`src/lcd_mem_pkg.sv`:
```
// Purpose: Shared constants for the segment LCD display memory and driver.
// Assumes: Byte-wide data memory bus on the core side, one clock.
// Notes:   Offsets are data-memory addresses; counts are display bytes and segment lines.
package lcd_mem_pkg;
    localparam logic [7:0] BANK_PTR_ADDR   = 8'h04; // Bank pointer location
    localparam logic [7:0] DISP_FIRST_ADDR = 8'h40; // First display byte
    localparam logic [7:0] DISP_LAST_ADDR  = 8'h4e; // Last display byte
    localparam logic [7:0] BANK_GP         = 8'h00; // General-purpose bank
    localparam logic [7:0] BANK_DISP       = 8'h01; // Display bank
    localparam logic [7:0] BANK_PTR_RESET  = 8'h00; // Bank pointer after reset
    localparam int         SEG_LINES       = 15;    // Display bytes / segment lines
    localparam logic [2:0] DIV_SEL_MIN     = 3'h0;  // Option code for divide by 2^2
    localparam logic [2:0] DIV_SEL_MAX     = 3'h6;  // Option code for divide by 2^8
    localparam logic [1:0] COMMONS_TWO     = 2'h0;  // Half duty
    localparam logic [1:0] COMMONS_THREE   = 2'h1;  // One-third duty
    localparam logic [1:0] COMMONS_FOUR    = 2'h2;  // Quarter duty
    // Drive level codes: 0 = ground, 1..2 intermediate, 3 = full VLCD
    typedef enum logic [1:0] {
        LVL_GND  = 2'h0,
        LVL_LOW  = 2'h1,
        LVL_HIGH = 2'h2,
        LVL_TOP  = 2'h3
    } level_t;
    // Scan phases of one common slot, Gray coded
    typedef enum logic [0:0] {
        PH_POS = 1'b0,
        PH_NEG = 1'b1
    } phase_t;
endpackage

```
`src/lcd_display_memory_driver.sv`:
```
// Purpose: Display memory in bank 1 plus autonomous common/segment scanner.
// Assumes: Core gives address, indirect flag, write strobe; options are static straps.
// Notes:   Drive levels are two-bit codes for an external analogue level switch.
`timescale 1ns/10ps
`default_nettype none
module lcd_display_memory_driver
    import lcd_mem_pkg::*;
(
    input  wire logic                 clk_sys_in,        // Option-selected source clock
    input  wire logic                 srst_in,           // Synchronous reset, high
    input  wire logic [7:0]           mem_addr_in,       // Data-memory address
    input  wire logic                 mem_indirect_in,   // Access via indirect_pointer_one
    input  wire logic                 mem_wr_in,         // Write strobe
    input  wire logic                 mem_rd_in,         // Read strobe
    input  wire logic [7:0]           mem_wdata_in,      // Write data
    output logic      [7:0]           mem_rdata_out,     // Read data, registered
    output logic                      mem_hit_out,       // Access claimed by this block
    input  wire logic [1:0]           opt_commons_in,    // Common count option
    input  wire logic                 opt_third_bias_in, // 1 = one-third bias
    input  wire logic                 opt_cap_bias_in,   // 1 = capacitor bias
    input  wire logic [2:0]           opt_div_in,        // 0..6 selects 2^2..2^8
    input  wire logic                 opt_halt_run_in,   // 1 = keep running in sleep
    input  wire logic                 sleep_in,          // Core in sleep_instruction_state
    output logic      [3:0][1:0]      common_level_out,  // Common drive levels
    output logic      [14:0][1:0]     segment_level_out, // Segment drive levels
    output logic                      cap_pump_en_out,   // Capacitor bias pump enable
    output logic                      driver_on_out      // Driver active
);
    import lcd_mem_pkg::*;

    logic [7:0] bank_ptr_q;                   // memory_bank_pointer
    logic [7:0] disp_mem_q [SEG_LINES];       // Display memory
    logic [7:0] prescale_q;                   // Driver clock divider
    logic [1:0] com_q;                        // Active common slot
    phase_t     phase_q;                      // Frame polarity half
    logic       tick_q;                       // Registered driver tick

    // Address decode
    wire bank_sel   = (mem_addr_in == BANK_PTR_ADDR);
    wire in_window  = (mem_addr_in >= DISP_FIRST_ADDR) && (mem_addr_in <= DISP_LAST_ADDR);
    wire disp_sel   = in_window && (bank_ptr_q == BANK_DISP) && mem_indirect_in;
    wire [3:0] disp_idx = 4'(mem_addr_in - DISP_FIRST_ADDR);
    assign mem_hit_out = disp_sel || bank_sel;

    // Run gating in sleep
    wire run = !(sleep_in && !opt_halt_run_in);
    assign driver_on_out = run;
    assign cap_pump_en_out = run && opt_cap_bias_in;

    // Common count, last slot index
    wire [1:0] last_com = (opt_commons_in == COMMONS_FOUR)  ? 2'h3 :
                          (opt_commons_in == COMMONS_THREE) ? 2'h2 : 2'h1;

    // Divider mask: low (2+sel) prescaler bits all ones once per 2^(2+sel) cycles
    // Codes above the last option fall back to the slowest rate
    wire [2:0] div_sel  = (opt_div_in > DIV_SEL_MAX) ? DIV_SEL_MAX : opt_div_in;
    // Nine bits so the divide-by-256 span does not wrap to zero
    wire [8:0] div_span = 9'h004 << div_sel;
    wire [7:0] div_mask = 8'(div_span - 9'h001);
    wire       div_tick = ((prescale_q & div_mask) == div_mask) && run;

    // Register writes and bank pointer
    always_ff @(posedge clk_sys_in) begin
        if (srst_in) begin
            bank_ptr_q <= BANK_PTR_RESET;
        end else if (mem_wr_in && bank_sel) begin
            bank_ptr_q <= mem_wdata_in;
        end
    end

    // Display memory holds value; scanning never writes it
    always_ff @(posedge clk_sys_in) begin
        if (mem_wr_in && disp_sel) begin
            disp_mem_q[disp_idx] <= mem_wdata_in;
        end
    end

    // Read mux, registered
    // Bank pointer reads back too, so firmware can save and restore it
    always_ff @(posedge clk_sys_in) begin
        if (srst_in) begin
            mem_rdata_out <= 8'h00;
        end else if (mem_rd_in && disp_sel) begin
            mem_rdata_out <= disp_mem_q[disp_idx];
        end else if (mem_rd_in && bank_sel) begin
            mem_rdata_out <= bank_ptr_q;
        end
    end

    // Prescaler and scan counter
    // Stopping in sleep parks the scan at slot zero for a clean restart
    always_ff @(posedge clk_sys_in) begin
        if (srst_in || !run) begin
            prescale_q <= 8'h00;
            com_q      <= 2'h0;
            phase_q    <= PH_POS;
            tick_q     <= 1'b0;
        end else begin
            prescale_q <= prescale_q + 8'h01;
            tick_q     <= div_tick;
            if (div_tick) begin
                phase_q <= (phase_q == PH_POS) ? PH_NEG : PH_POS;
                if (phase_q == PH_NEG) begin
                    com_q <= (com_q >= last_com) ? 2'h0 : com_q + 2'h1;
                end
            end
        end
    end

    // Level encodings per bias
    wire [1:0] lv_sel_on  = (phase_q == PH_POS) ? 2'h3 : 2'h0; // Selected common
    wire [1:0] lv_sel_off = opt_third_bias_in ?
                            ((phase_q == PH_POS) ? 2'h1 : 2'h2) : 2'h1;
    wire [1:0] seg_on     = (phase_q == PH_POS) ? 2'h0 : 2'h3;
    wire [1:0] seg_off    = opt_third_bias_in ?
                            ((phase_q == PH_POS) ? 2'h2 : 2'h1) : lv_sel_on;
    wire       four_com   = (opt_commons_in == COMMONS_FOUR);

    // Output drive
    always_ff @(posedge clk_sys_in) begin
        if (srst_in || !run) begin
            common_level_out  <= '0;
            segment_level_out <= '0;
        end else begin
            // Commons past the last slot sit at ground, so no stray field builds up
            for (int c = 0; c < 4; c++) begin
                if (c[1:0] > last_com) begin
                    common_level_out[c] <= 2'h0;
                end else if (c[1:0] == com_q) begin
                    common_level_out[c] <= lv_sel_on;
                end else begin
                    common_level_out[c] <= lv_sel_off;
                end
            end
            // Bits above the active commons are never looked at
            for (int s = 0; s < SEG_LINES; s++) begin
                if (four_com && s == SEG_LINES - 1) begin
                    segment_level_out[s] <= 2'h0;
                end else if (disp_mem_q[s][com_q]) begin
                    segment_level_out[s] <= seg_on;
                end else begin
                    segment_level_out[s] <= seg_off;
                end
            end
        end
    end

    // Bank pointer routes only indirect window accesses
    property p_window_route;
        @(posedge clk_sys_in) disable iff (srst_in)
        mem_hit_out && in_window |-> (bank_ptr_q == BANK_DISP) && mem_indirect_in;
    endproperty
    a_window_route: assert property (p_window_route) else $error("bad route");

    // Written byte reads back next cycle
    property p_readback;
        @(posedge clk_sys_in) disable iff (srst_in)
        mem_wr_in && disp_sel ##1 mem_rd_in && disp_sel &&
        mem_addr_in == $past(mem_addr_in) |=> mem_rdata_out == $past(mem_wdata_in, 2);
    endproperty
    a_readback: assert property (p_readback) else $error("readback");

    // Scan stays within selected commons
    property p_com_range;
        @(posedge clk_sys_in) disable iff (srst_in)
        opt_commons_in == $past(opt_commons_in) |-> com_q <= last_com || !$past(run);
    endproperty
    a_com_range: assert property (p_com_range) else $error("com range");

    // Sleep with off option holds common outputs low
    property p_sleep_off;
        @(posedge clk_sys_in) disable iff (srst_in)
        !run |=> common_level_out == '0;
    endproperty
    a_sleep_off: assert property (p_sleep_off) else $error("sleep");

    // A display write lands in the addressed byte
    property p_write_lands;
        @(posedge clk_sys_in) disable iff (srst_in)
        mem_wr_in && disp_sel |=> disp_mem_q[$past(disp_idx)] == $past(mem_wdata_in);
    endproperty
    a_write_lands: assert property (p_write_lands) else $error("write lost");

    // Window writes that are direct or in bank 0 leave display bytes alone
    property p_gp_untouched;
        @(posedge clk_sys_in) disable iff (srst_in)
        mem_wr_in && in_window && !disp_sel |=>
            disp_mem_q[$past(disp_idx)] == $past(disp_mem_q[disp_idx]);
    endproperty
    a_gp_untouched: assert property (p_gp_untouched) else $error("byte disturbed");

    // Quarter duty hands the last segment pin over to the fourth common
    property p_shared_pin;
        @(posedge clk_sys_in) disable iff (srst_in)
        four_com |=> segment_level_out[SEG_LINES - 1] == 2'h0;
    endproperty
    a_shared_pin: assert property (p_shared_pin) else $error("shared pin driven");

    // Every divider tick flips the frame polarity
    property p_tick_phase;
        @(posedge clk_sys_in) disable iff (srst_in)
        tick_q |-> phase_q != $past(phase_q);
    endproperty
    a_tick_phase: assert property (p_tick_phase) else $error("phase stuck");
endmodule
`default_nettype wire

```
`config.mk`:
```
export PLATFORM = sky130hd
export DESIGN_NAME = lcd_display_memory_driver
export DESIGN_NICKNAME = d
export VERILOG_FILES = /design/src/lcd_mem_pkg.sv /design/src/lcd_display_memory_driver.sv
export SDC_FILE = /design/constraint.sdc
export NUM_CORES = 1
export LEC_CHECK = 0
export BUFFER_PORTS_ARGS = -buffer_cell sky130_fd_sc_hd__buf_2
export CAP_MARGIN = 10
export CORE_MARGIN = 1.5
export CORE_UTILIZATION = 38
export CTS_CLUSTER_DIAMETER = 30
export DETAILED_ROUTE_END_ITERATION = 7
export SLEW_MARGIN = 30
export SYNTH_ARGS = -nofsm -noshare
export SYNTH_HDL_FRONTEND = slang
export SYNTH_SLANG_ARGS = --single-unit
```
`constraint.sdc`:
```
create_clock -name clk_sys_in -period 4.01 [get_ports clk_sys_in]
set_clock_uncertainty 0.2 [all_clocks]
set_input_delay 0.401 -clock clk_sys_in [delete_from_list [all_inputs] [get_ports clk_sys_in]]
set_output_delay 0.401 -clock clk_sys_in [all_outputs]
set_load 0.03 [all_outputs]
```
==> results of run 1 <==
[flip-flops by register name, indices dropped and copies added, names as in the netlist]
signal,flops
phase_q,1
com_q,2
prescale_q,8
common_level_out,8
mem_rdata_out,8
disp_mem_q,128
segment_level_out,30
bank_ptr_q,8
[metrics by stage]
stage / utilization, % / area [um^2] / hold WS, ps / total power [mW] / instances
after global routing: 44.7 / 9330 / 125 / 4.16 / 915
after global placement: 41.8 / 8730 / 242 / 2.40 / 883
after floorplan: - / 8090 / 226 / 2.33 / 554
final: 44.7 / 9330 / 127 / 4.03 / 916
after CTS: 44.6 / 9320 / 111 / 4.07 / 915
after detailed placement: 41.8 / 8730 / 251 / 2.41 / 883
[synth_stat cells, types with 3 or more instances]
cell       number  area (um^2)
edfxtp_1      128         3840
nor2_1         67          251
dfxtp_1        65         1300
mux4_2         39          878
a211oi_1       35          263
mux2i_1        32          320
clkbuf_1       19         71.3
ha_1           14          175
nand2_1        13         48.8
inv_1          11         41.3
nand2b_1       11         68.8
o21ai_0        10         50.1
a21oi_1         7         35.0
a22o_1          7         61.3
a22oi_1         7         52.6
a2bb2oi_1       7         61.3
buf_2           6         30.0
nand3_1         6         30.0
and2_1          4         25.0
buf_1           4         15.0
nor3_1          4         20.0
nor4_1          4         25.0
xor2_1          4         35.0
a2111oi_0       3         26.3
and3_1          3         18.8
buf_6           3         33.8
nor2b_1         3         18.8
[placed cells by master, fill, tap and decap left out, types with 3 or more instances in the layout]
cell type | Yosys | final
nor2b_1 | 3 | 3
nand2_1 | 13 | 13
and2_1 | 4 | 4
clkinvlp_4 | 0 | 3
conb_1 | 1 | 8
a22o_1 | 7 | 7
buf_2 | 6 | 78
a22oi_1 | 7 | 7
mux2i_1 | 32 | 32
o21ai_0 | 10 | 10
a211oi_1 | 35 | 35
dfxtp_1 | 65 | 64
inv_1 | 11 | 11
ha_1 | 14 | 14
nand2b_1 | 11 | 11
and3_1 | 3 | 3
clkinv_4 | 0 | 3
a2bb2oi_1 | 7 | 7
xor2_1 | 4 | 4
nor2_1 | 67 | 67
nand3_1 | 6 | 6
clkbuf_16 | 0 | 17
a21oi_1 | 7 | 7
nor3_1 | 4 | 4
mux4_2 | 39 | 39
edfxtp_1 | 128 | 128
a2111oi_0 | 3 | 3
buf_4 | 0 | 8
[cell families (layout without fill, tap and decap cells)]
family | count (synthesis) | count (layout) | share of synthesized area, %
other cells | 1 | 9 | 0.0465
xor+xnor | 6 | 6 | 0.652
flops | 193 | 193 | 63.8
mux | 73 | 73 | 15.2
simple gates | 130 | 130 | 7.93
compound gates | 85 | 85 | 7.73
buf+inv | 45 | 131 | 2.47
fa+ha+maj | 14 | 14 | 2.17
[cell type report]
class,count,area [um^2]
inverters,13,48.8
clock buffers,18,429
flip-flops and latches,193,5150
diodes,1,2.50
repair buffers,86,450
well taps,275,344
multi-input cells,316,2750
fillers,1881,11600
clock inverters,14,158
[final timing paths]
| check | startpoint | endpoint | depth (start not counted) |
|---|---|---|---|
| worst max-delay path | bank_ptr_q[5]$_SDFFE_PP0P_ | disp_mem_q[3][3]$_DFFE_PP_ | 6 |
| worst max register to register | bank_ptr_q[5]$_SDFFE_PP0P_ | disp_mem_q[3][3]$_DFFE_PP_ | 6 |
| worst min register to register | prescale_q[0]$_SDFF_PP0_ | prescale_q[0]$_SDFF_PP0_ | 1 |
| worst min-delay path | srst_in | bank_ptr_q[2]$_SDFFE_PP0P_ | 2 |
[where the power goes]
part,leakage [nW],switching (mW),internal (mW),total [mW]
Combinational,1.35,0.146,0.0736,0.220
Sequential,1.69,0.00573,2.14,2.14
Clock,0.278,0.742,0.930,1.67
[metal layers]
layer / vias to the layer above / wire length (um) / GRT usage [%]
met5: - / 0 / 0
met4: 0 / 240 / 5.84
met3: 15 / 1270 / 3.19
met2: 171 / 7950 / 25.7
met1: 2339 / 7900 / 23.3
li1: 2266 / - / -
[critical path: stages, from the launching register on]
cell	delay (ps)
dfxtp_1	330
nor4b_1	300
nand3_1	260
nor4_1	340
buf_4	230
or4b_2	670
nor2_1	550
==> results.cfg, run 1 <==
[sta]
grt_setup_unrepaired = false
worst_pin_slew_ps = 822
setup_tns_ps = 0
finalCriticalPeriod_ps = 3240
finalHoldViolCount = 0
setup_slack_ps = 767
max_freq_ghz = 0.308
fin_crit_sh_pct = 80.9
slew_viol_final = 0
setup_viol = 0
worst_slew_margin_rel_pct = 45.0

[place]
portBuffers = 78
place.gp.congestion = 0.824
dp_hpwl_um = 12200
pre_cts_slack_ps = 735

[synth]
synthCells = 547
async_flop_share_pct = 0
synth.distinct_cells = 52
synth.avg_cell_area_um2 = 14.7
synth_edf_count = 128
synth-main-ff-cell = edfxtp_1
seq_area_frac_synth_pct = 63.8
yosys_warnings = 0
synth_area_mm2 = 0.00806
synth-seq-cells = 193

[final_layout]
finalNetCount = 671
layout-drive-gt1-share_pct = 26.3
area_delta_synth_final_pct = 15.8

[clock_tree]
path_clk_slew_ps = 70
cts-resized-gates = 0
cts_num_sinks = 193
cts-root-buf = clkbuf_16
post-cts-setup-buffers = 0
clock_latency_ps = 430
clock_path_buffers = 2
cts_tree = done
cts_buffers = 17
h-tree-depth = 4
postCtsHoldBufs = 0

[drt]
wl_um = 17400
viasPerCell = 5.23
antenna_left = 0
drt-initial-drc-count = 363
num_vias = 4791
drc = 0
drt_pre_antenna_iters = 7
post_drt_wl_per_cell_um = 19.0

[flow_run]
drv_cap = 0

[hold_path]
hold_class = in2reg

[floorplan]
die_height_um = 149
core-area_mm2 = 0.0209
die_area_mm2 = 0.0221
start_util_pct = 38.6
die_w_um = 149
ioPinCount = 79
std_cell_rows = 53

[grt]
antenna_found_initial = 1
first_global_vias = 4721
grt_usage_pct = 16.5
grt_max_degree = 46
grt_pass1_wl_um = 26900
grt_overflow_total = 0

[pwr]
peakVddDrop_mv = 0.268
p_leak_nw = 3.31
p_per_area_mw_per_mm2 = 432

[worst_setup_path]
crit_required_ps = 3870
crit_type = reg2reg
start_kind = flop
cp_max_fo = 11
endpoint_kind = flop
reg2reg_slack_ps = 770
crit_arrival_ps = 3100

[run_status]
outcome = complete, no violations
(Power assumes the default switching activity.)
==> run 2: changes to the inputs <==
--- a/config.mk
+++ b/config.mk
@@ -5,6 +5,7 @@
 export SDC_FILE = /design/constraint.sdc
 export NUM_CORES = 1
 export LEC_CHECK = 0
+export ABC_AREA = 1
 export BUFFER_PORTS_ARGS = -buffer_cell sky130_fd_sc_hd__buf_2
 export CAP_MARGIN = 10
 export CORE_MARGIN = 1.5
==> constraint.sdc (replaced) <==
create_clock -name clk_sys_in -period 3.38 [get_ports clk_sys_in]
set_clock_uncertainty 0.2 [all_clocks]
set_input_delay 0.338 -clock clk_sys_in [delete_from_list [all_inputs] [get_ports clk_sys_in]]
set_output_delay 0.338 -clock clk_sys_in [all_outputs]
set_load 0.03 [all_outputs]
==> run 2 against run 1 <==
Fmax up 36%. Register-to-register slack better by 230 ps. Clock-buffer cell count unchanged. Sequential power up 19%. Largest power group unchanged. Wire length up 15%. The flow now finishes with violations (DRC). Critical path depth up 1. First-iteration DRC count up 45%.
==> results.cfg, run 2 <==
[floorplan]
start_util_pct = 39.1
die_height_um = 153
die_w_um = 153
ioPinCount = 79
std_cell_rows = 54
die_area_mm2 = 0.0235
core-area_mm2 = 0.0220

[synth]
synth_area_mm2 = 0.00858
yosysTopAreaCell = edfxtp_1
yosys_warnings = 0
synth.avg_cell_area_um2 = 8.76
synthCells = 980
synth-seq-cells = 193
synth_edf_count = 128
synth_common_cells = 468 x nand2_1, 128 x edfxtp_1, 72 x a21oi_1
synth_most_common_cell = nand2_1
async_flop_share_pct = 0
synth-main-ff-cell = edfxtp_1
synth.distinct_cells = 32
yosys-top-cells-area = edfxtp_1 45%, nand2_1 20%, dfxtp_1 15%, a21oi_1 4.2%, nor2_1 3.0%
seq_area_frac_synth_pct = 60.0
synth_top_area_share_pct = 44.8

[pwr]
seqPwrFrac_pct = 53.4
swShare_pct = 24.1
p_per_area_mw_per_mm2 = 485
pwr-share-clk_pct = 40.1
p_total_mw = 4.76
combPwrFrac_pct = 6.5
p_int_mw = 3.61
p_sw_mw = 1.15
p_leak_nw = 4.26
peakVddDrop_mv = 0.326

[clock_tree]
cts-resized-gates = 0
clock_path_buffers = 2
cts_buffers = 17
h-tree-depth = 4
post-cts-setup-buffers = 0
postCtsHoldBufs = 0
cts-root-buf = clkbuf_16
path_clk_slew_ps = 70
cts_tree = done
clock_latency_ps = 440
cts_num_sinks = 193

[sta]
finalHoldViolCount = 0
grt_setup_unrepaired = false
slew_viol_final = 0
worst_slew_margin_rel_pct = 51.1
setup_tns_ps = 0
worst_pin_slew_ps = 733
fin_crit_sh_pct = 70.6
max_freq_ghz = 0.419
setup_slack_ps = 994
setup_viol = 0
finalCriticalPeriod_ps = 2390

[worst_setup_path]
crit_top_cell = nor2_1
reg2reg_slack_ps = 990
endpoint_kind = flop
crit_arrival_ps = 2250
crit_cells = 7
crit_family = simple AND/OR/NAND/NOR gates
regToRegEndpoint = disp_mem_q[9][0]$_DFFE_PP_
cpPeakStageDelay_ps = 580
cp_max_fo = 8
crit_path_top_delay_cell = nor2_1
cp_num_buf_inv = 0
r2r-start = bank_ptr_q[7]$_SDFFE_PP0P_
crit_type = reg2reg
crit_chain = nor2_1 -> nand2_1 -> nor2_1 -> nand3_2 -> nor2_1 -> nand3_1 -> nor2_1
start_kind = flop
crit_required_ps = 3240
rr_worst_depth = 7

[final_layout]
area_delta_synth_final_pct = 14.4
final_cell_mix = 468 x nand2_1, 128 x edfxtp_1, 78 x buf_2, 72 x a21oi_1, 68 x nor2_1
reg_top3 = disp_mem_q x128, segment_level_out x30
final_cells = 1350
final_area_mm2 = 0.00982
n_antenna_cell = 0
finalNetCount = 1101
largest_reg_flops = 128
final_common_cell = nand2_1
largest-register = disp_mem_q
layout-drive-gt1-share_pct = 13.1

[grt]
grt_usage_pct = 17.8
antenna_found_initial = 0
first_global_vias = 6139
grt_pass1_wl_um = 32200
grt_overflow_total = 0
grt_max_degree = 52

[flow_run]
drv_cap = 0

[hold_path]
holdPathEnd = common_level_out[4]$_SDFF_PP0_
hold_class = in2reg
holdCritStartpoint = opt_commons_in[1]
hold_depth = 3

[place]
pre_cts_slack_ps = 694
placed_cells = 1318
dp_hpwl_um = 13300
place_area_mm2 = 0.00927
place.gp.congestion = 0.814
portBuffers = 78

[drt]
drt_pre_antenna_iters = 8
drt-initial-drc-count = 526
num_vias = 6464
post_drt_wl_per_cell_um = 14.8
antenna_left = 0
wl_um = 20000
drc = 10
viasPerCell = 4.79

[run_status]
violations = DRC
outcome = complete, but fails checks
-- run 2: worst reg2reg max path, cell delays in order (launching register included) --
cell	delay, ps
dfxtp_1	330
nor2_1	120
nand2_1	60
nor2_1	180
nand3_2	140
nor2_1	230
nand3_1	180
nor2_1	580
-- run 2: how the worst max path moves through the flow --
stage                               startpoint                         end  slack [ps]
CTS                 bank_ptr_q[7]$_SDFFE_PP0P_  disp_mem_q[9][2]$_DFFE_PP_        1000
global placement                mem_addr_in[1]  disp_mem_q[7][4]$_DFFE_PP_         810
detailed placement              mem_addr_in[1]  disp_mem_q[4][0]$_DFFE_PP_         690
floorplan                       mem_addr_in[0]  disp_mem_q[6][0]$_DFFE_PP_        1340
global route        bank_ptr_q[7]$_SDFFE_PP0P_  disp_mem_q[1][2]$_DFFE_PP_         820
finish              bank_ptr_q[7]$_SDFFE_PP0P_  disp_mem_q[9][0]$_DFFE_PP_         990
-- run 2: layout make-up --
type / instances / area [um^2]
clock inverter: 14 / 120
sequential: 193 / 5140
clock buffer: 18 / 429
multi-input combinational: 703 / 3080
tap: 280 / 350
timing repair buffer: 93 / 515
fill: 2166 / 12100
inverter: 49 / 184
-- run 2: power groups by stage --
stage                     logic (mW)  clock network, mW  registers [mW]
final                          0.309               1.91            2.54
after global routing           0.347               2.04            2.54
after CTS                      0.311               1.95            2.54
after detailed placement       0.310                  0            2.60
after global placement         0.309                  0            2.60
after floorplan                0.160                  0            2.63
-- run 2: kinds of logic (layout without fill, tap and decap cells) --
| logic type | count (synthesis) | in the layout | synth area share (%) |
|---|---|---|---|
| other cells | 1 | 8 | 0.0437 |
| flops | 193 | 193 | 60.0 |
| buf+inv | 91 | 174 | 4.51 |
| fa+ha+maj | 14 | 14 | 2.04 |
| simple gates | 579 | 579 | 26.6 |
| compound gates | 102 | 102 | 6.85 |
-- run 2: per-stage QoR --
stage | util, % | hold slack [ps]
2_1_floorplan | - | 218
3_3_place_gp | 42.2 | 233
3_5_place_dp | 42.2 | 248
4_1_cts | 44.7 | 105
5_1_grt | 44.7 | 134
6_report | 44.7 | 114
-- run 2: metal layers --
layer	vias up	GRT usage, %	share of wire, %
li1	3315	-	-
met1	2979	24.4	50
met2	146	28.1	44
met3	24	3.71	4.6
met4	0	5.74	1.7
met5	-	0	0
==> run 3: changes to the inputs <==
==> constraint.sdc (replaced) <==
create_clock -name clk_sys_in -period 2.3 [get_ports clk_sys_in]
set_clock_uncertainty 0.2 [all_clocks]
set_input_delay 0.23 -clock clk_sys_in [delete_from_list [all_inputs] [get_ports clk_sys_in]]
set_output_delay 0.23 -clock clk_sys_in [all_outputs]
set_load 0.03 [all_outputs]
==> run 3 against run 2 <==
The run still ends with DRC left. Core utilization is 1.1 points higher. Sequential cell count is the same. Die area unchanged. Fmax is 14% higher. Critical path type unchanged. Largest cell class unchanged. Largest power group unchanged.
==> results.cfg, run 3 (synthesis results as in run 2) <==
[hold_path]
hold_class = in2reg

[drt]
drt_pre_antenna_iters = 8
wl_um = 20800
post_drt_wl_per_cell_um = 15.2
drc = 10
viasPerCell = 4.85
drt-initial-drc-count = 459
num_vias = 6665
antenna_left = 0

[clock_tree]
clock_path_buffers = 2
cts-root-buf = clkbuf_16
h-tree-depth = 4
cts_buffers = 17
path_clk_slew_ps = 70
cts_tree = done
clock_latency_ps = 430
cts_num_sinks = 193
post-cts-setup-buffers = 0

[pwr]
peakVddDrop_mv = 0.478
p_per_area_mw_per_mm2 = 704
p_leak_nw = 4.38
p_total_mw = 7.08

[final_layout]
final_cell_mix = 468 x nand2_1, 128 x edfxtp_1, 78 x buf_2, 72 x a21oi_1, 67 x nor2_1
largest_reg_flops = 128
post-route-util_pct = 45.8
fillers = 2132
final-seq-area_mm2 = 0.00514
area_delta_synth_final_pct = 17.3
reg_top3 = disp_mem_q x128, segment_level_out x30
finalNetCount = 1124
largest-register = disp_mem_q
final_cells = 1373
final_common_cell = nand2_1
n_antenna_cell = 0
multi_input_area_mm2 = 0.00309
layout-drive-gt1-share_pct = 14.9

[worst_setup_path]
cp_max_fo = 4
crit_family = simple AND/OR/NAND/NOR gates
start_kind = flop
crit_type = reg2reg
crit_required_ps = 2250
cpPeakStageDelay_ps = 330
crit_path_top_delay_cell = dfxtp_1
crit_chain = nor2_1 -> nand2_1 -> nor2_1 -> nand3_2 -> nor2_2 -> nand3_2 -> nor2_1 -> buf_4
crit_arrival_ps = 2040
cp_num_buf_inv = 1
endpoint_kind = flop
crit_top_cell = nor2_1

[grt]
grt_usage_pct = 18.5
antenna_found_initial = 0
grt_pass1_wl_um = 33300
grtUsageMet1_pct = 24.7
grt_most_used_layer = met2
grt_max_degree = 41
grtUsageMet3_pct = 4.22
first_global_vias = 6365
grt.met2_usage_pct = 29.7
grt_overflow_total = 0

[sta]
slew_viol_final = 0
setup_viol = 0
fin_crit_sh_pct = 90.8
finalCriticalPeriod_ps = 2090
max_freq_ghz = 0.479
grt_setup_unrepaired = false
finalHoldViolCount = 0
setup_tns_ps = 0

[floorplan]
die_area_mm2 = 0.0235
ioPinCount = 79
die_height_um = 153
std_cell_rows = 54
core-area_mm2 = 0.0220
die_w_um = 153
start_util_pct = 39.1

[place]
place.gp.congestion = 0.826
dp_hpwl_um = 14200
placed_cells = 1338
portBuffers = 78

[flow_run]
drv_cap = 0

[run_status]
violations = DRC
outcome = complete, but fails checks
-- run 3: cell count changes in the layout (fill, tap and decap cells not counted), sizes merged --
cell	previous run	this run
dlygate4sd3	0	3
clkbuf	18	17
inv	57	53
buf	93	113
clkinv	3	6
clkinvlp	2	4
-- run 3: worst register-to-register path, cell delays in order, from the launching register on --
cell     delay (ps)
dfxtp_1         330
nor2_1          100
nand2_1          60
nor2_1          180
nand3_2         150
nor2_2          220
nand3_2         190
nor2_1          200
buf_4           170
-- run 3: layout make-up --
cell class,count,area share (%)
clock buffer,17,4.23
clock inverter,15,1.52
inverter,49,1.83
multi-input combinational,703,30.7
sequential,193,51.1
tap,280,3.48
timing repair buffer,116,7.16
-- run 3: timing repair --
| action | in CTS | in global routing |
|---|---|---|
| hold endpoints to repair | 3 | 0 |
| hold buffers | 3 | 0 |
| endpoints found under the setup margin | 0 | 76 |
| gates resized for setup | 0 | 3 |
-- run 3: path summary, 6_finish.rpt --
check | endpoint | start | slack (ps) | cells after the start
setup reg to reg | disp_mem_q[1][6]$_DFFE_PP_ | bank_ptr_q[7]$_SDFFE_PP0P_ | 210 | 8
setup / recovery | disp_mem_q[1][6]$_DFFE_PP_ | bank_ptr_q[7]$_SDFFE_PP0P_ | 210 | 8
hold / removal | bank_ptr_q[1]$_SDFFE_PP0P_ | srst_in | 20 | 2
hold reg to reg | prescale_q[0]$_SDFF_PP0_ | prescale_q[0]$_SDFF_PP0_ | 250 | 1
-- run 3: stage by stage --
| stage | instance area [um^2] | worst slack [ps] | hold WS (ps) |
|---|---|---|---|
| CTS | 10100 | 124 | 11.0 |
| finish | 10100 | 212 | 22.3 |
| detailed placement | 9450 | 63.0 | 237 |
| global placement | 9450 | 123 | 234 |
| floorplan | 8610 | 317 | 129 |
| global route | 10100 | 42.8 | 37.6 |
-- run 3: routing by layer --
| layer | vias up | routed length, um |
|---|---|---|
| li1 | 3363 | - |
| met1 | 3067 | 9800 |
| met2 | 208 | 9430 |
| met3 | 27 | 1200 |
| met4 | 0 | 382 |
| met5 | - | 0 |
-- run 3: power breakdown --
part / internal (mW) / total [mW] / switching [mW]
combinational: 0.133 / 0.474 / 0.341
sequential: 3.73 / 3.74 / 0.00953
clock: 1.53 / 2.87 / 1.35
